<file path="config.mk">
export PLATFORM = sky130hd
export DESIGN_NAME = smb_mailbox
export DESIGN_NICKNAME = d
export VERILOG_FILES = /design/src/logic/smb_pkg.sv /design/src/logic/smb_flag.sv /design/src/logic/smb_fifo.sv /design/src/logic/smb_mailbox.sv
export VERILOG_INCLUDE_DIRS = /design/src /design/src/logic
export SDC_FILE = /design/constraint.sdc
export NUM_CORES = 1
export LEC_CHECK = 0
export BUFFER_PORTS_ARGS = -buffer_cell sky130_fd_sc_hd__buf_2
export CAP_MARGIN = 20
export CORE_MARGIN = 2
export CORE_UTILIZATION = 45
export CTS_CLUSTER_SIZE = 12
export DETAILED_ROUTE_END_ITERATION = 10
export PLACE_DENSITY = 0.63
export SYNTH_ARGS = -nofsm -noshare
export SYNTH_HDL_FRONTEND = slang
export SYNTH_SLANG_ARGS = --single-unit
</file>
<file path="constraint.sdc">
create_clock -name ref_clk -period 2.36 [get_ports ref_clk]
set_clock_uncertainty 0.1 [all_clocks]
set_input_delay 0 -clock ref_clk [delete_from_list [all_inputs] [get_ports ref_clk]]
set_output_delay 0 -clock ref_clk [all_outputs]
set_load 0.01 [all_outputs]
</file>
<file path="src/logic/smb_map.svh">
// Register map, field positions and codes of the slave port mailbox
`ifndef SMB_MAP_SVH
`define SMB_MAP_SVH
`define SMB_OFS_DATA0    8'h20
`define SMB_OFS_DATA1    8'h21
`define SMB_OFS_DATA2    8'h22
`define SMB_OFS_STATUS   8'h23
`define SMB_OFS_CONTROL  8'h24
`define SMB_EXT_STATUS   2'h3
`define SMB_CTL_IGNORE   7
`define SMB_CTL_PIN_HI   6
`define SMB_CTL_PIN_LO   5
`define SMB_ST_IN_IRQ    7
`define SMB_ST_IN_FULL0  4
`define SMB_ST_OUT_ATTN  3
`define SMB_MODE_IN      2'h0
`define SMB_MODE_OUT     2'h1
`define SMB_MODE_SLAVE   2'h2
`define SMB_MODE_AUX     2'h3
`define SMB_PRIO_OFF     2'h0
`define SMB_BOOT_COLD    2'h1
`define SMB_BOOT_RUN     2'h0
`define SMB_RST_MODE     2'h0
`define SMB_RST_PRIO     2'h0
`define SMB_FIFO_DEPTH   8
`define SMB_DATA_W       8
`endif

</file>
<file path="src/logic/smb_pkg.sv">
// Types shared by the slave port mailbox
package smb_pkg;
  typedef enum {SMB_RUN, SMB_BOOT} smb_state_t;
  typedef enum {SMB_CMD_HI, SMB_CMD_LO, SMB_CMD_DATA} smb_cmd_t;
endpackage

</file>
<file path="src/logic/smb_flag.sv">
// One handshake flag: hardware set wins over a clear
`timescale 1ns/10ps
module smb_flag
(
  input  wire logic ref_clk,
  input  wire logic resetn,
  input  wire logic clkEn,
  input  wire logic setFlag,
  input  wire logic clrFlag,
  output logic      flag
);
  always_ff @(posedge ref_clk)
  begin
    if (!resetn)
      flag <= 1'b0;
    else if (clkEn && setFlag)
      flag <= 1'b1;
    else if (clkEn && clrFlag)
      flag <= 1'b0;
  end
endmodule

</file>
<file path="src/logic/smb_fifo.sv">
// Synchronous FIFO with valid and ready on both sides
`timescale 1ns/10ps
module smb_fifo
#(
  parameter int WIDTH = 8,
  parameter int DEPTH = 8
)
(
  input  wire logic             ref_clk,
  input  wire logic             resetn,
  input  wire logic             clkEn,
  input  wire logic             inValid,
  output logic                  inReady,
  input  wire logic [WIDTH-1:0] inData,
  output logic                  outValid,
  input  wire logic             outReady,
  output logic      [WIDTH-1:0] outData
);
  localparam int AW = $clog2(DEPTH);
  logic [WIDTH-1:0] mem [DEPTH];
  logic [AW-1:0]    wrPtr;
  logic [AW-1:0]    rdPtr;
  logic [AW:0]      count;
  logic             push;
  logic             pop;

  assign inReady  = (count != (AW+1)'(DEPTH));
  assign outValid = (count != '0);
  assign push     = clkEn && inValid && inReady;
  assign pop      = clkEn && outValid && outReady;
  assign outData  = mem[rdPtr];

  always_ff @(posedge ref_clk)
  begin
    if (push)
      mem[wrPtr] <= inData;
  end

  always_ff @(posedge ref_clk)
  begin
    if (!resetn)
    begin
      wrPtr <= '0;
      rdPtr <= '0;
      count <= '0;
    end
    else
    begin
      if (push)
        wrPtr <= (wrPtr == AW'(DEPTH-1)) ? '0 : wrPtr + 1'b1;
      if (pop)
        rdPtr <= (rdPtr == AW'(DEPTH-1)) ? '0 : rdPtr + 1'b1;
      if (push && !pop)
        count <= count + 1'b1;
      else if (pop && !push)
        count <= count - 1'b1;
    end
  end
endmodule

</file>
<file path="src/logic/smb_mailbox.sv">
// Slave port mailbox: data, status and control registers, cold boot
`timescale 1ns/10ps
`include "smb_map.svh"
module smb_mailbox
  import smb_pkg::*;
(
  input  wire logic        ref_clk,
  input  wire logic        resetn,
  input  wire logic        clkEn,
  input  wire logic [7:0]  ioAddr,
  input  wire logic        ioWrite,
  input  wire logic        ioRead,
  input  wire logic [7:0]  ioWrData,
  output logic      [7:0]  ioRdData,
  input  wire logic        portSelectN,
  input  wire logic        portReadStrobeN,
  input  wire logic        portWriteStrobeN,
  input  wire logic        portAddrBitLow,
  input  wire logic        portAddrBitHigh,
  input  wire logic [7:0]  portDataIn,
  output logic      [7:0]  portDataOut,
  output logic             portDataOe,
  output logic             attentionOutN,
  input  wire logic        bootModePinHigh,
  input  wire logic        bootModePinLow,
  output logic             slaveIrq,
  output logic      [1:0]  irqPriority,
  output logic             slavePortEn,
  output logic             portADirOut,
  output logic             auxBusEn,
  output logic             coreHalt,
  output logic             execStart,
  output logic      [14:0] bootAddr,
  output logic             bootIoSpace,
  output logic      [7:0]  bootData,
  output logic             bootStoreValid,
  input  wire logic        bootStoreReady
);
  logic [7:0] toMaster [3];
  logic [7:0] toSlave  [3];
  logic [7:0] fullFlags;
  logic [7:0] setVec;
  logic [7:0] clrVec;
  logic       bootIgnore;
  logic [1:0] portMode;
  logic       started;
  smb_state_t state;
  smb_cmd_t   cmdPhase;
  logic       mWrPrev;
  logic       mRdPrev;
  logic [1:0] mWrAddr;
  logic [1:0] mRdAddr;
  logic [7:0] mWrData;
  logic       fifoInReady;
  logic       fifoOutValid;
  logic [7:0] fifoOutData;
  logic       fifoPush;

  wire [1:0] portAddr = {portAddrBitHigh, portAddrBitLow};
  wire [1:0] bootPins = {bootModePinHigh, bootModePinLow};
  wire mWrAct = !portSelectN && !portWriteStrobeN;
  wire mRdAct = !portSelectN && !portReadStrobeN;
  // Either strobe rising ends the access, so one falling term catches both
  wire mWrDone = clkEn && mWrPrev && !mWrAct;
  wire mRdDone = clkEn && mRdPrev && !mRdAct;
  wire sWr = clkEn && ioWrite;
  wire sRd = clkEn && ioRead;
  wire sWrStatus = sWr && ioAddr == `SMB_OFS_STATUS;
  wire sWrCtrl = sWr && ioAddr == `SMB_OFS_CONTROL;
  wire mWrStatus = mWrDone && mWrAddr == `SMB_EXT_STATUS;
  wire fifoPop = clkEn && fifoOutValid && !bootStoreValid;

  // Master strobes are sampled; the last sample before release is kept
  always_ff @(posedge ref_clk)
  begin
    if (!resetn)
    begin
      mWrPrev <= 1'b0;
      mRdPrev <= 1'b0;
      mWrAddr <= 2'h0;
      mRdAddr <= 2'h0;
      mWrData <= 8'h00;
    end
    else if (clkEn)
    begin
      mWrPrev <= mWrAct;
      mRdPrev <= mRdAct;
      if (mWrAct)
      begin
        mWrAddr <= portAddr;
        mWrData <= portDataIn;
      end
      if (mRdAct)
        mRdAddr <= portAddr;
    end
  end

  // Separate stores per direction; each byte changes in one edge
  always_ff @(posedge ref_clk)
  begin
    if (!resetn)
    begin
      for (int i = 0; i < 3; i++)
      begin
        toMaster[i] <= 8'h00;
        toSlave[i]  <= 8'h00;
      end
    end
    else
    begin
      for (int i = 0; i < 3; i++)
      begin
        if (sWr && ioAddr == `SMB_OFS_DATA0 + 8'(i))
          toMaster[i] <= ioWrData;
        if (mWrDone && mWrAddr == 2'(i))
          toSlave[i] <= mWrData;
      end
    end
  end

  always_comb
  begin
    setVec = 8'h00;
    clrVec = 8'h00;
    for (int i = 0; i < 3; i++)
    begin
      setVec[i] = sWr && ioAddr == `SMB_OFS_DATA0 + 8'(i);
      clrVec[i] = mRdDone && mRdAddr == 2'(i);
      setVec[`SMB_ST_IN_FULL0+i] = mWrDone && mWrAddr == 2'(i);
      clrVec[`SMB_ST_IN_FULL0+i] = sRd
                                   && ioAddr == `SMB_OFS_DATA0 + 8'(i);
    end
    // The boot engine consumes data 0 like a slave read would
    if (fifoPush)
      clrVec[`SMB_ST_IN_FULL0] = 1'b1;
    setVec[`SMB_ST_IN_IRQ] = setVec[`SMB_ST_IN_FULL0];
    clrVec[`SMB_ST_IN_IRQ] = sWrStatus;
    setVec[`SMB_ST_OUT_ATTN] = setVec[0];
    clrVec[`SMB_ST_OUT_ATTN] = mWrStatus;
  end

  // Status reads never enter clrVec, so peeking is harmless
  for (genvar g = 0; g < 8; g++)
  begin : gFlag
    smb_flag uFlag
    (
      .ref_clk (ref_clk),
      .resetn  (resetn),
      .clkEn   (clkEn),
      .setFlag (setVec[g]),
      .clrFlag (clrVec[g]),
      .flag    (fullFlags[g])
    );
  end

  assign attentionOutN = !fullFlags[`SMB_ST_OUT_ATTN];
  assign slaveIrq = fullFlags[`SMB_ST_IN_IRQ]
                    && irqPriority != `SMB_PRIO_OFF;
  assign slavePortEn = (portMode == `SMB_MODE_SLAVE);
  assign portADirOut = (portMode == `SMB_MODE_OUT);
  assign auxBusEn = (portMode == `SMB_MODE_AUX);
  assign coreHalt = (state == SMB_BOOT);
  assign portDataOe = mRdAct;

  // Control register is on the slave side only
  always_ff @(posedge ref_clk)
  begin
    if (!resetn)
    begin
      bootIgnore  <= 1'b0;
      portMode    <= `SMB_RST_MODE;
      irqPriority <= `SMB_RST_PRIO;
    end
    else if (clkEn && state == SMB_RUN && !started
             && !bootIgnore && bootPins == `SMB_BOOT_COLD)
      portMode <= `SMB_MODE_SLAVE;
    else if (sWrCtrl)
    begin
      bootIgnore  <= ioWrData[`SMB_CTL_IGNORE];
      portMode    <= ioWrData[3:2];
      irqPriority <= ioWrData[1:0];
    end
  end

  // Boot pins are checked for entry once, on the first enabled edge after reset, and for exit on every edge in boot
  always_ff @(posedge ref_clk)
  begin
    if (!resetn)
    begin
      started   <= 1'b0;
      state     <= SMB_RUN;
      execStart <= 1'b0;
    end
    else if (clkEn)
    begin
      execStart <= 1'b0;
      started   <= 1'b1;
      unique case (state)
        SMB_RUN:
          if (!started && !bootIgnore && bootPins == `SMB_BOOT_COLD)
            state <= SMB_BOOT;
        SMB_BOOT:
          if (bootPins == `SMB_BOOT_RUN)
          begin
            state     <= SMB_RUN;
            execStart <= 1'b1;
          end
      endcase
    end
  end

  assign fifoPush = clkEn && coreHalt && fullFlags[`SMB_ST_IN_FULL0]
                    && fifoInReady;

  smb_fifo #(.WIDTH(`SMB_DATA_W), .DEPTH(`SMB_FIFO_DEPTH)) uCmdFifo
  (
    .ref_clk  (ref_clk),
    .resetn   (resetn),
    .clkEn    (clkEn),
    .inValid  (coreHalt && fullFlags[`SMB_ST_IN_FULL0]),
    .inReady  (fifoInReady),
    .inData   (toSlave[0]),
    .outValid (fifoOutValid),
    .outReady (!bootStoreValid),
    .outData  (fifoOutData)
  );

  // Three-byte command: space and high address, low address, data
  always_ff @(posedge ref_clk)
  begin
    if (!resetn)
    begin
      cmdPhase       <= SMB_CMD_HI;
      bootAddr       <= 15'h0000;
      bootIoSpace    <= 1'b0;
      bootData       <= 8'h00;
      bootStoreValid <= 1'b0;
    end
    else if (clkEn)
    begin
      if (bootStoreValid && bootStoreReady)
        bootStoreValid <= 1'b0;
      if (fifoPop)
      begin
        unique case (cmdPhase)
          SMB_CMD_HI:
          begin
            bootIoSpace    <= fifoOutData[7];
            bootAddr[14:8] <= fifoOutData[6:0];
            cmdPhase       <= SMB_CMD_LO;
          end
          SMB_CMD_LO:
          begin
            bootAddr[7:0] <= fifoOutData;
            cmdPhase      <= SMB_CMD_DATA;
          end
          SMB_CMD_DATA:
          begin
            bootData       <= fifoOutData;
            bootStoreValid <= 1'b1;
            cmdPhase       <= SMB_CMD_HI;
          end
        endcase
      end
    end
  end

  // Read paths are registered so a sampled byte is never half updated
  always_ff @(posedge ref_clk)
  begin
    if (!resetn)
    begin
      ioRdData    <= 8'h00;
      portDataOut <= 8'h00;
    end
    else if (clkEn)
    begin
      unique case (portAddr)
        2'h0, 2'h1, 2'h2: portDataOut <= toMaster[portAddr];
        2'h3:             portDataOut <= fullFlags;
      endcase
      if (ioRead)
      begin
        unique case (ioAddr)
          `SMB_OFS_DATA0:  ioRdData <= toSlave[0];
          `SMB_OFS_DATA1:  ioRdData <= toSlave[1];
          `SMB_OFS_DATA2:  ioRdData <= toSlave[2];
          `SMB_OFS_STATUS: ioRdData <= fullFlags;
          `SMB_OFS_CONTROL:
            ioRdData <= {1'b0, bootModePinHigh, bootModePinLow,
                         5'h00};
          default:         ioRdData <= 8'h00;
        endcase
      end
    end
  end

  a_oe_window: assert property (@(posedge ref_clk) disable iff (!resetn)
    portDataOe |-> !portSelectN && !portReadStrobeN)
    else $error("data lines driven outside a read");
  a_attn_assert: assert property (@(posedge ref_clk) disable iff (!resetn)
    sWr && ioAddr == `SMB_OFS_DATA0 |=> !attentionOutN)
    else $error("attention not asserted");
  a_attn_release: assert property (@(posedge ref_clk) disable iff (!resetn)
    mWrStatus && !setVec[0] |=> attentionOutN)
    else $error("attention not released");
  a_inbound_irq: assert property (@(posedge ref_clk) disable iff (!resetn)
    mWrDone && mWrAddr == 2'h0 && irqPriority != 2'h0 && !sWrCtrl
    |=> slaveIrq)
    else $error("inbound interrupt missing");
  a_boot_mode: assert property (@(posedge ref_clk) disable iff (!resetn)
    coreHalt && !sWrCtrl |=> slavePortEn)
    else $error("cold boot without slave port mode");
  a_boot_exit: assert property (@(posedge ref_clk) disable iff (!resetn)
    coreHalt && clkEn && bootPins == 2'h0 |=> execStart && !coreHalt)
    else $error("cold boot did not end");
  a_full_flag: assert property (@(posedge ref_clk) disable iff (!resetn)
    mWrDone && mWrAddr == 2'h1 |=> fullFlags[5])
    else $error("full flag not set by master write");
  a_store_hold: assert property (@(posedge ref_clk) disable iff (!resetn)
    bootStoreValid && !bootStoreReady |=> bootStoreValid
    && $stable(bootAddr) && $stable(bootData))
    else $error("boot store dropped");
  a_ctrl_private: assert property (@(posedge ref_clk) disable iff (!resetn)
    mWrDone && !sWrCtrl && !coreHalt && started |=> $stable(portMode))
    else $error("master reached control");
  a_prio_write: assert property (@(posedge ref_clk) disable iff (!resetn)
    sWrCtrl && started |=> irqPriority == $past(ioWrData[1:0]))
    else $error("priority not written");
endmodule

</file>
## After elaboration in Yosys (flattened, before gate mapping)

Memories as Yosys holds them, arrays and structs flattened. A register that Yosys moved wholly into a read port is not among the register bits.
Cells that the tools add are included.

| operators by class | value |
|---|---|
| add/sub/neg operators | 4 |
| multipliers | 0 |
| divide/modulo/power cells | 0 |
| $lt $le $gt $ge | 0 |
| equality and inequality tests | 26 |
| shifts and indexed selects | 0 |
| multiplexer cells | 63 |
| bitwise logic cells | 8 |
| reductions and logical operators | 96 |

Operators by type and width:

| kind | number |
|---|---|
| logical NOT 32 bit | 3 |
| case mux 32 bit (3 select lines) | 1 |
| equality test 32 x 1 -> 1 bit, second input constant | 2 |
| equality test 32 x 2 -> 1 bit, second input constant | 2 |
| 2-to-1 mux 32 bit | 2 |
| case mux 32 bit (2 select lines) | 1 |
| logical AND 1 bit | 55 |
| 2-to-1 mux 8 bit | 6 |
| 2-to-1 mux 1 bit | 43 |
| equality test 8 x 6 -> 1 bit, second input constant | 5 |
| case mux 8 bit (5 select lines) | 1 |
| nonzero test 2 bit | 11 |
| case mux 8 bit (2 select lines) | 1 |
| equality test 2 bit, second input constant | 7 |
| 2-to-1 mux 3 bit | 4 |
| AND reduction 3 bit | 4 |
| logical NOT 1 bit | 11 |
| equality test 2 x 1 -> 1 bit, second input constant | 5 |
| AND reduction 2 bit | 5 |
| logical NOT 2 bit | 4 |
| 2-to-1 mux 4 bit | 2 |
| adder 3 x 1 -> 3 bit, second input constant | 2 |
| equality test 3 bit, second input constant | 2 |
| bitwise OR 1 bit | 6 |
| 9 further kinds | 12 |

| storage, ports and cells | value |
|---|---|
| flip-flop bits (word level) | 144 |
| latch bits | 0 |
| memory bits (writable) | 112 |
| ROM bits | 0 |
| bits of input ports | 37 |
| output and inout bits | 51 |
| word-level logic and storage cells | 231 |
| memories kept | 3 |

Memories:

| name | depth | width | rd ports | clocked after memory_dff | write ports | RTL line | text |
|---|---|---|---|---|---|---|---|
| uCmdFifo.mem | 8 | 8 | 1 | 1 | 1 | smb_fifo.sv:20 | `logic [WIDTH-1:0] mem [DEPTH];` |
| toMaster | 3 | 8 | 1 | 0 | 3 | smb_mailbox.sv:39 | `logic [7:0] toMaster [3];` |
| toSlave | 3 | 8 | 3 | 0 | 3 | smb_mailbox.sv:40 | `logic [7:0] toSlave [3];` |

## Depth between registers and ports, before layout

| logic depth | value |
|---|---|
| depth after elaboration | 9 |
| gate-level depth with buffers | 12 |
| depth with buffers taken out | 10 |

## By module

From an unflattened synthesis, not the netlist that was laid out.

| unflattened totals | value |
|---|---|
| cell total of the unflattened synthesis | 627 |
| area total of the unflattened synthesis | 8182.8 um^2 |

By module, submodules not included:

| module | instances | cells an instance | area an instance (um^2) | sequential area each (um^2) |
|---|---|---|---|---|
| smb_mailbox | 1 | 427 | 4757.1 | 2742.6 |
| smb_fifo | 1 | 168 | 3115.5 | 2182.1 |
| smb_flag | 8 | 4 | 38.8 | 20.0 |

## Worst setup path before layout

OpenSTA, ideal clock, no wires.

| timing path | value |
|---|---|
| kind | register -> register |
| start | register uCmdFifo.count[2] |
| end | register uCmdFifo.count[3] |
| library setup time | 0.072 ns |
| arrival | 2.304 ns |
| data required time | 2.188 ns |
| slack | -0.115 ns |
| stages on the path, launching flop included | 11 |
| buffers on the path | 0 |
| clock period less this slack | 2.475 ns |
| path through | dfxtp_1 -> nor4_1 -> nor3b_1 -> inv_1 -> ha_1 -> inv_1 -> ha_1 -> a21oi_1 -> a211oi_1 -> a31oi_1 -> mux2i_1 |

| between the ends | value |
|---|---|
| word-level cells in the longest chain between the ends | 6 |
| elaborated cells between the ends (all ways) | 14 |
| those cells by class | add/sub (2); eq/ne (1); mux (2); reduce/logical (9) |

RTL lines:

| item | RTL line | text |
|---|---|---|
| start, declared | smb_fifo.sv:23 | `logic [AW:0] count;` |
| start signal, assigned | smb_fifo.sv:54 | `count <= count + 1'b1;` |
| start signal, assigned | smb_fifo.sv:56 | `count <= count - 1'b1;` |
| branches (longest 6 deep; another with subtractor 4 x 1 -> 4 bit) | n/a |  |

Several ways; the timed one is not identified. The select of a mux whose other input is x is not followed.
A chain may end at the register's enable or synchronous reset.

==> metrics.txt <==
total power 8.14 mW; internal power 6.17 mW; initial core utilization 45.8%; status completed; most common cell after layout, fill and taps aside edfxtp_1; WL/cell about 17 um; DRC 0; area grow syn2layout 24.5%; met3 wire length roughly 580 um; clock network power share a little under two fifths; Adder-Cell Fraction of Synth Area around 1.8%; FF-to-FF Start toSlave[0][5]$_DFFE_PP_; Via Count about 5000; worst reg2reg path endpoint ioRdData[5]$_SDFFE_PN0P_; core area between 15000 and 20000 sq um; # IOs between 80 and 90; GRT Residual Overflow 0; CTS tree done; Synth Area in Compound Gates 8.63%; Async SR Flop Fraction 0%; Tightest Pin Transition between 500 and 600 ps; syn nets around 620; post-synthesis sequential area ratio between 60 and 70%; Routability Congestion ~0.84; H-tree Lvls 4; clk_lat worst skew 430 ps; total CTS buffers 17; Synth Area in Simple Gates approximately a tenth; synthesized area per cell 13.8 sq um; CP max stage delay just under 600 ps; P_leak approximately 3.7 nW; Overall Global Routing Usage ~18%; CTS sink count just under 200; period utilization between 90 and 100%; highest routed layer met4; Root Buffer Master clkbuf_16; mapped cell area 7880 sq um; Combinational Power Share 13.7%; Rel. slew slack 63.3%; crit end category flop; std cell rows 48; fin crit period about 2200 ps; endpoints failing setup 0; post-synthesis cell type count 46; Die Area 18600 sq um; Synth Register Bits between 150 and 200; R2R setup slack 120 ps; Buffers on Ports between 80 and 90; WP data required between 2000 and 3000 ps; vias in the first global route 4825; main combinational cell family by area after synthesis multiplexers; Pwr per Cell Area around 830 nW/um^2; Setup crit start kind flop; setup tns final 0 ps; Ys Warns 0; Die X 136 um; placed wire-length estimate ~11000 um; Slew Limit Fails 0; mux contribution to synthesized area between 10 and 15%; r2r worst-path depth 5; Stages on worst setup path 5; final hold violations 0; Hold Crit Class primary input to flop; Post-synth EDFFs approximately 110; pin count of the biggest net entering global routing 41; antenna viol nets, final 0; CP Max Fanout 2; ANT cells 0; Final nets 761; DRT iter0 DRCs 343; met1 WL roughly 7200 um; first-pass GRT wire length 25400 um; Max Fclk 0.446 GHz; vias per cell between 5 and 6; cell count after synthesis 571; CP Capture Point ioRdData[5]$_SDFFE_PN0P_; ys flop type edfxtp_1; RSZ-0062 raised after global routing no; slowest CP cell dlygate4sd3_1; worst path bufs/invs 1; switching share of power between 20% and 30%; Crit path max-delay family buffers and inverters; clk slew on worst S/H paths approximately 70 ps; share of cells above drive strength 1 between 20% and 30%; Crit Path Class flop to flop; Detailed Route WL roughly 16000 um; 1st-pass router iterations 4; Arrival @ worst endpoint between 2000 and 2500 ps; Reg power frac 48.9%; overall die height 136 um; initial antenna violation count 0; Max rail drop VDD between 500 and 600 uV; critical path, cell by cell mux4_2 > nor2b_1 > a311oi_1 > nor3b_1 > dlygate4sd3_1; max cap viols 0; Synth Area in XOR/XNOR less than 1%; Bufs on Longest Clock Path 2; Psw 1.97 mW; commonest cells after routing, fill and taps aside edfxtp_1, buf_2, dfxtp_1; final core occ a little under three fifths; met2 WL about 8400 um; Crit. Startpoint toSlave[0][5]$_DFFE_PP_
tightest hold or removal path, cell delays in order:
cell      delay (ps)
buf_2             90
o211ai_1         160
o21ai_0          180
a21boi_0          80
worst min-delay path by stage:
stage / start / to / slack [ps] / depth (start not counted)
2_1_floorplan: portReadStrobeN / portDataOe / -60 / 1
3_5_place_dp: portReadStrobeN / portDataOe / 160 / 3
4_1_cts: portWriteStrobeN / gFlag[3].uFlag.flag$_SDFFE_PN0P_ / 20 / 4
5_1_grt: portSelectN / gFlag[2].uFlag.flag$_SDFFE_PN0P_ / 80 / 4
3_3_place_gp: portDataIn[5] / mWrData[5]$_SDFFE_PN0P_ / 150 / 3
6_report: portWriteStrobeN / gFlag[3].uFlag.flag$_SDFFE_PN0P_ / 20 / 4
synth_stat cells (10+ instances only):
library cell	number	area [sq um]
a21boi_0	25	188
a21oi_1	31	155
and2_1	21	131
clkbuf_1	28	105
dfxtp_1	86	1720
edfxtp_1	112	3360
ha_1	10	125
mux2i_1	22	220
mux4_2	32	721
nand2_1	55	206
nor2_1	12	45.0
nor2b_1	21	131
o21ai_0	29	145
cell families (layout without fill, tap and decap cells):
logic type | count (synthesis) | count (layout)
simple gates | 153 | 153
buf+inv | 44 | 199
xor+xnor | 2 | 2
compound gates | 108 | 108
fa+ha+maj | 11 | 11
flops | 198 | 198
mux | 55 | 55
what timing repair did:
| item | in CTS | in global routing |
|---|---|---|
| pin swaps | 0 | 1 |
| setup buffers | 0 | 2 |
| gates resized for setup | 4 | 5 |
| hold buffers | 39 | 0 |
| endpoints found under the hold margin | 55 | 0 |
| setup endpoints to repair | 1 | 4 |
power groups by stage:
| stage | Combinational, mW | Clock, mW | Sequential [mW] |
|---|---|---|---|
| 6_report | 1.11 | 3.05 | 3.98 |
| 5_1_grt | 1.22 | 3.23 | 4.00 |
| 4_1_cts | 1.10 | 3.10 | 3.98 |
| 3_5_place_dp | 1.03 | 0 | 4.04 |
| 3_3_place_gp | 0.995 | 0 | 4.02 |
| 2_1_floorplan | 0.626 | 0 | 4.03 |
layout make-up:
class | count | area [sq um]
Sequential cell | 198 | 5090
Clock buffer | 19 | 433
Clock inverter | 13 | 194
Timing Repair Buffer | 159 | 1090
Inverter | 8 | 30.0
Tap cell | 225 | 282
Multi-Input combinational cell | 329 | 2690
Fill cell | 1427 | 7370
per-layer routing:
layer	global-route usage, %	up-vias
met1	23.7	2469
met3	3.17	13
met4	6.66	0
li1	-	2418
met2	31.3	110
met5	0	-
sequential cells by signal, summed over array words and instances (netlist names), 4 cells and up, named ones only:
signal	count
toSlave	24
bootData	8
portDataOut	8
toMaster	24
uCmdFifo.count	4
ioRdData	8
mWrData	8
gFlag.uFlag.flag	8
uCmdFifo.mem	64
bootAddr	15
through the flow:
stage	worst slack (ps)	hold slack (ps)	cells	instance area [sq um]
floorplan	3.99	-57.1	571	7890
global placement	108	155	878	8730
detailed placement	-106	162	878	8730
CTS	10.2	15.2	949	9770
global route	9.56	81.5	951	9800
finish	117	22.2	951	9800
(Power assumes the default switching activity.)
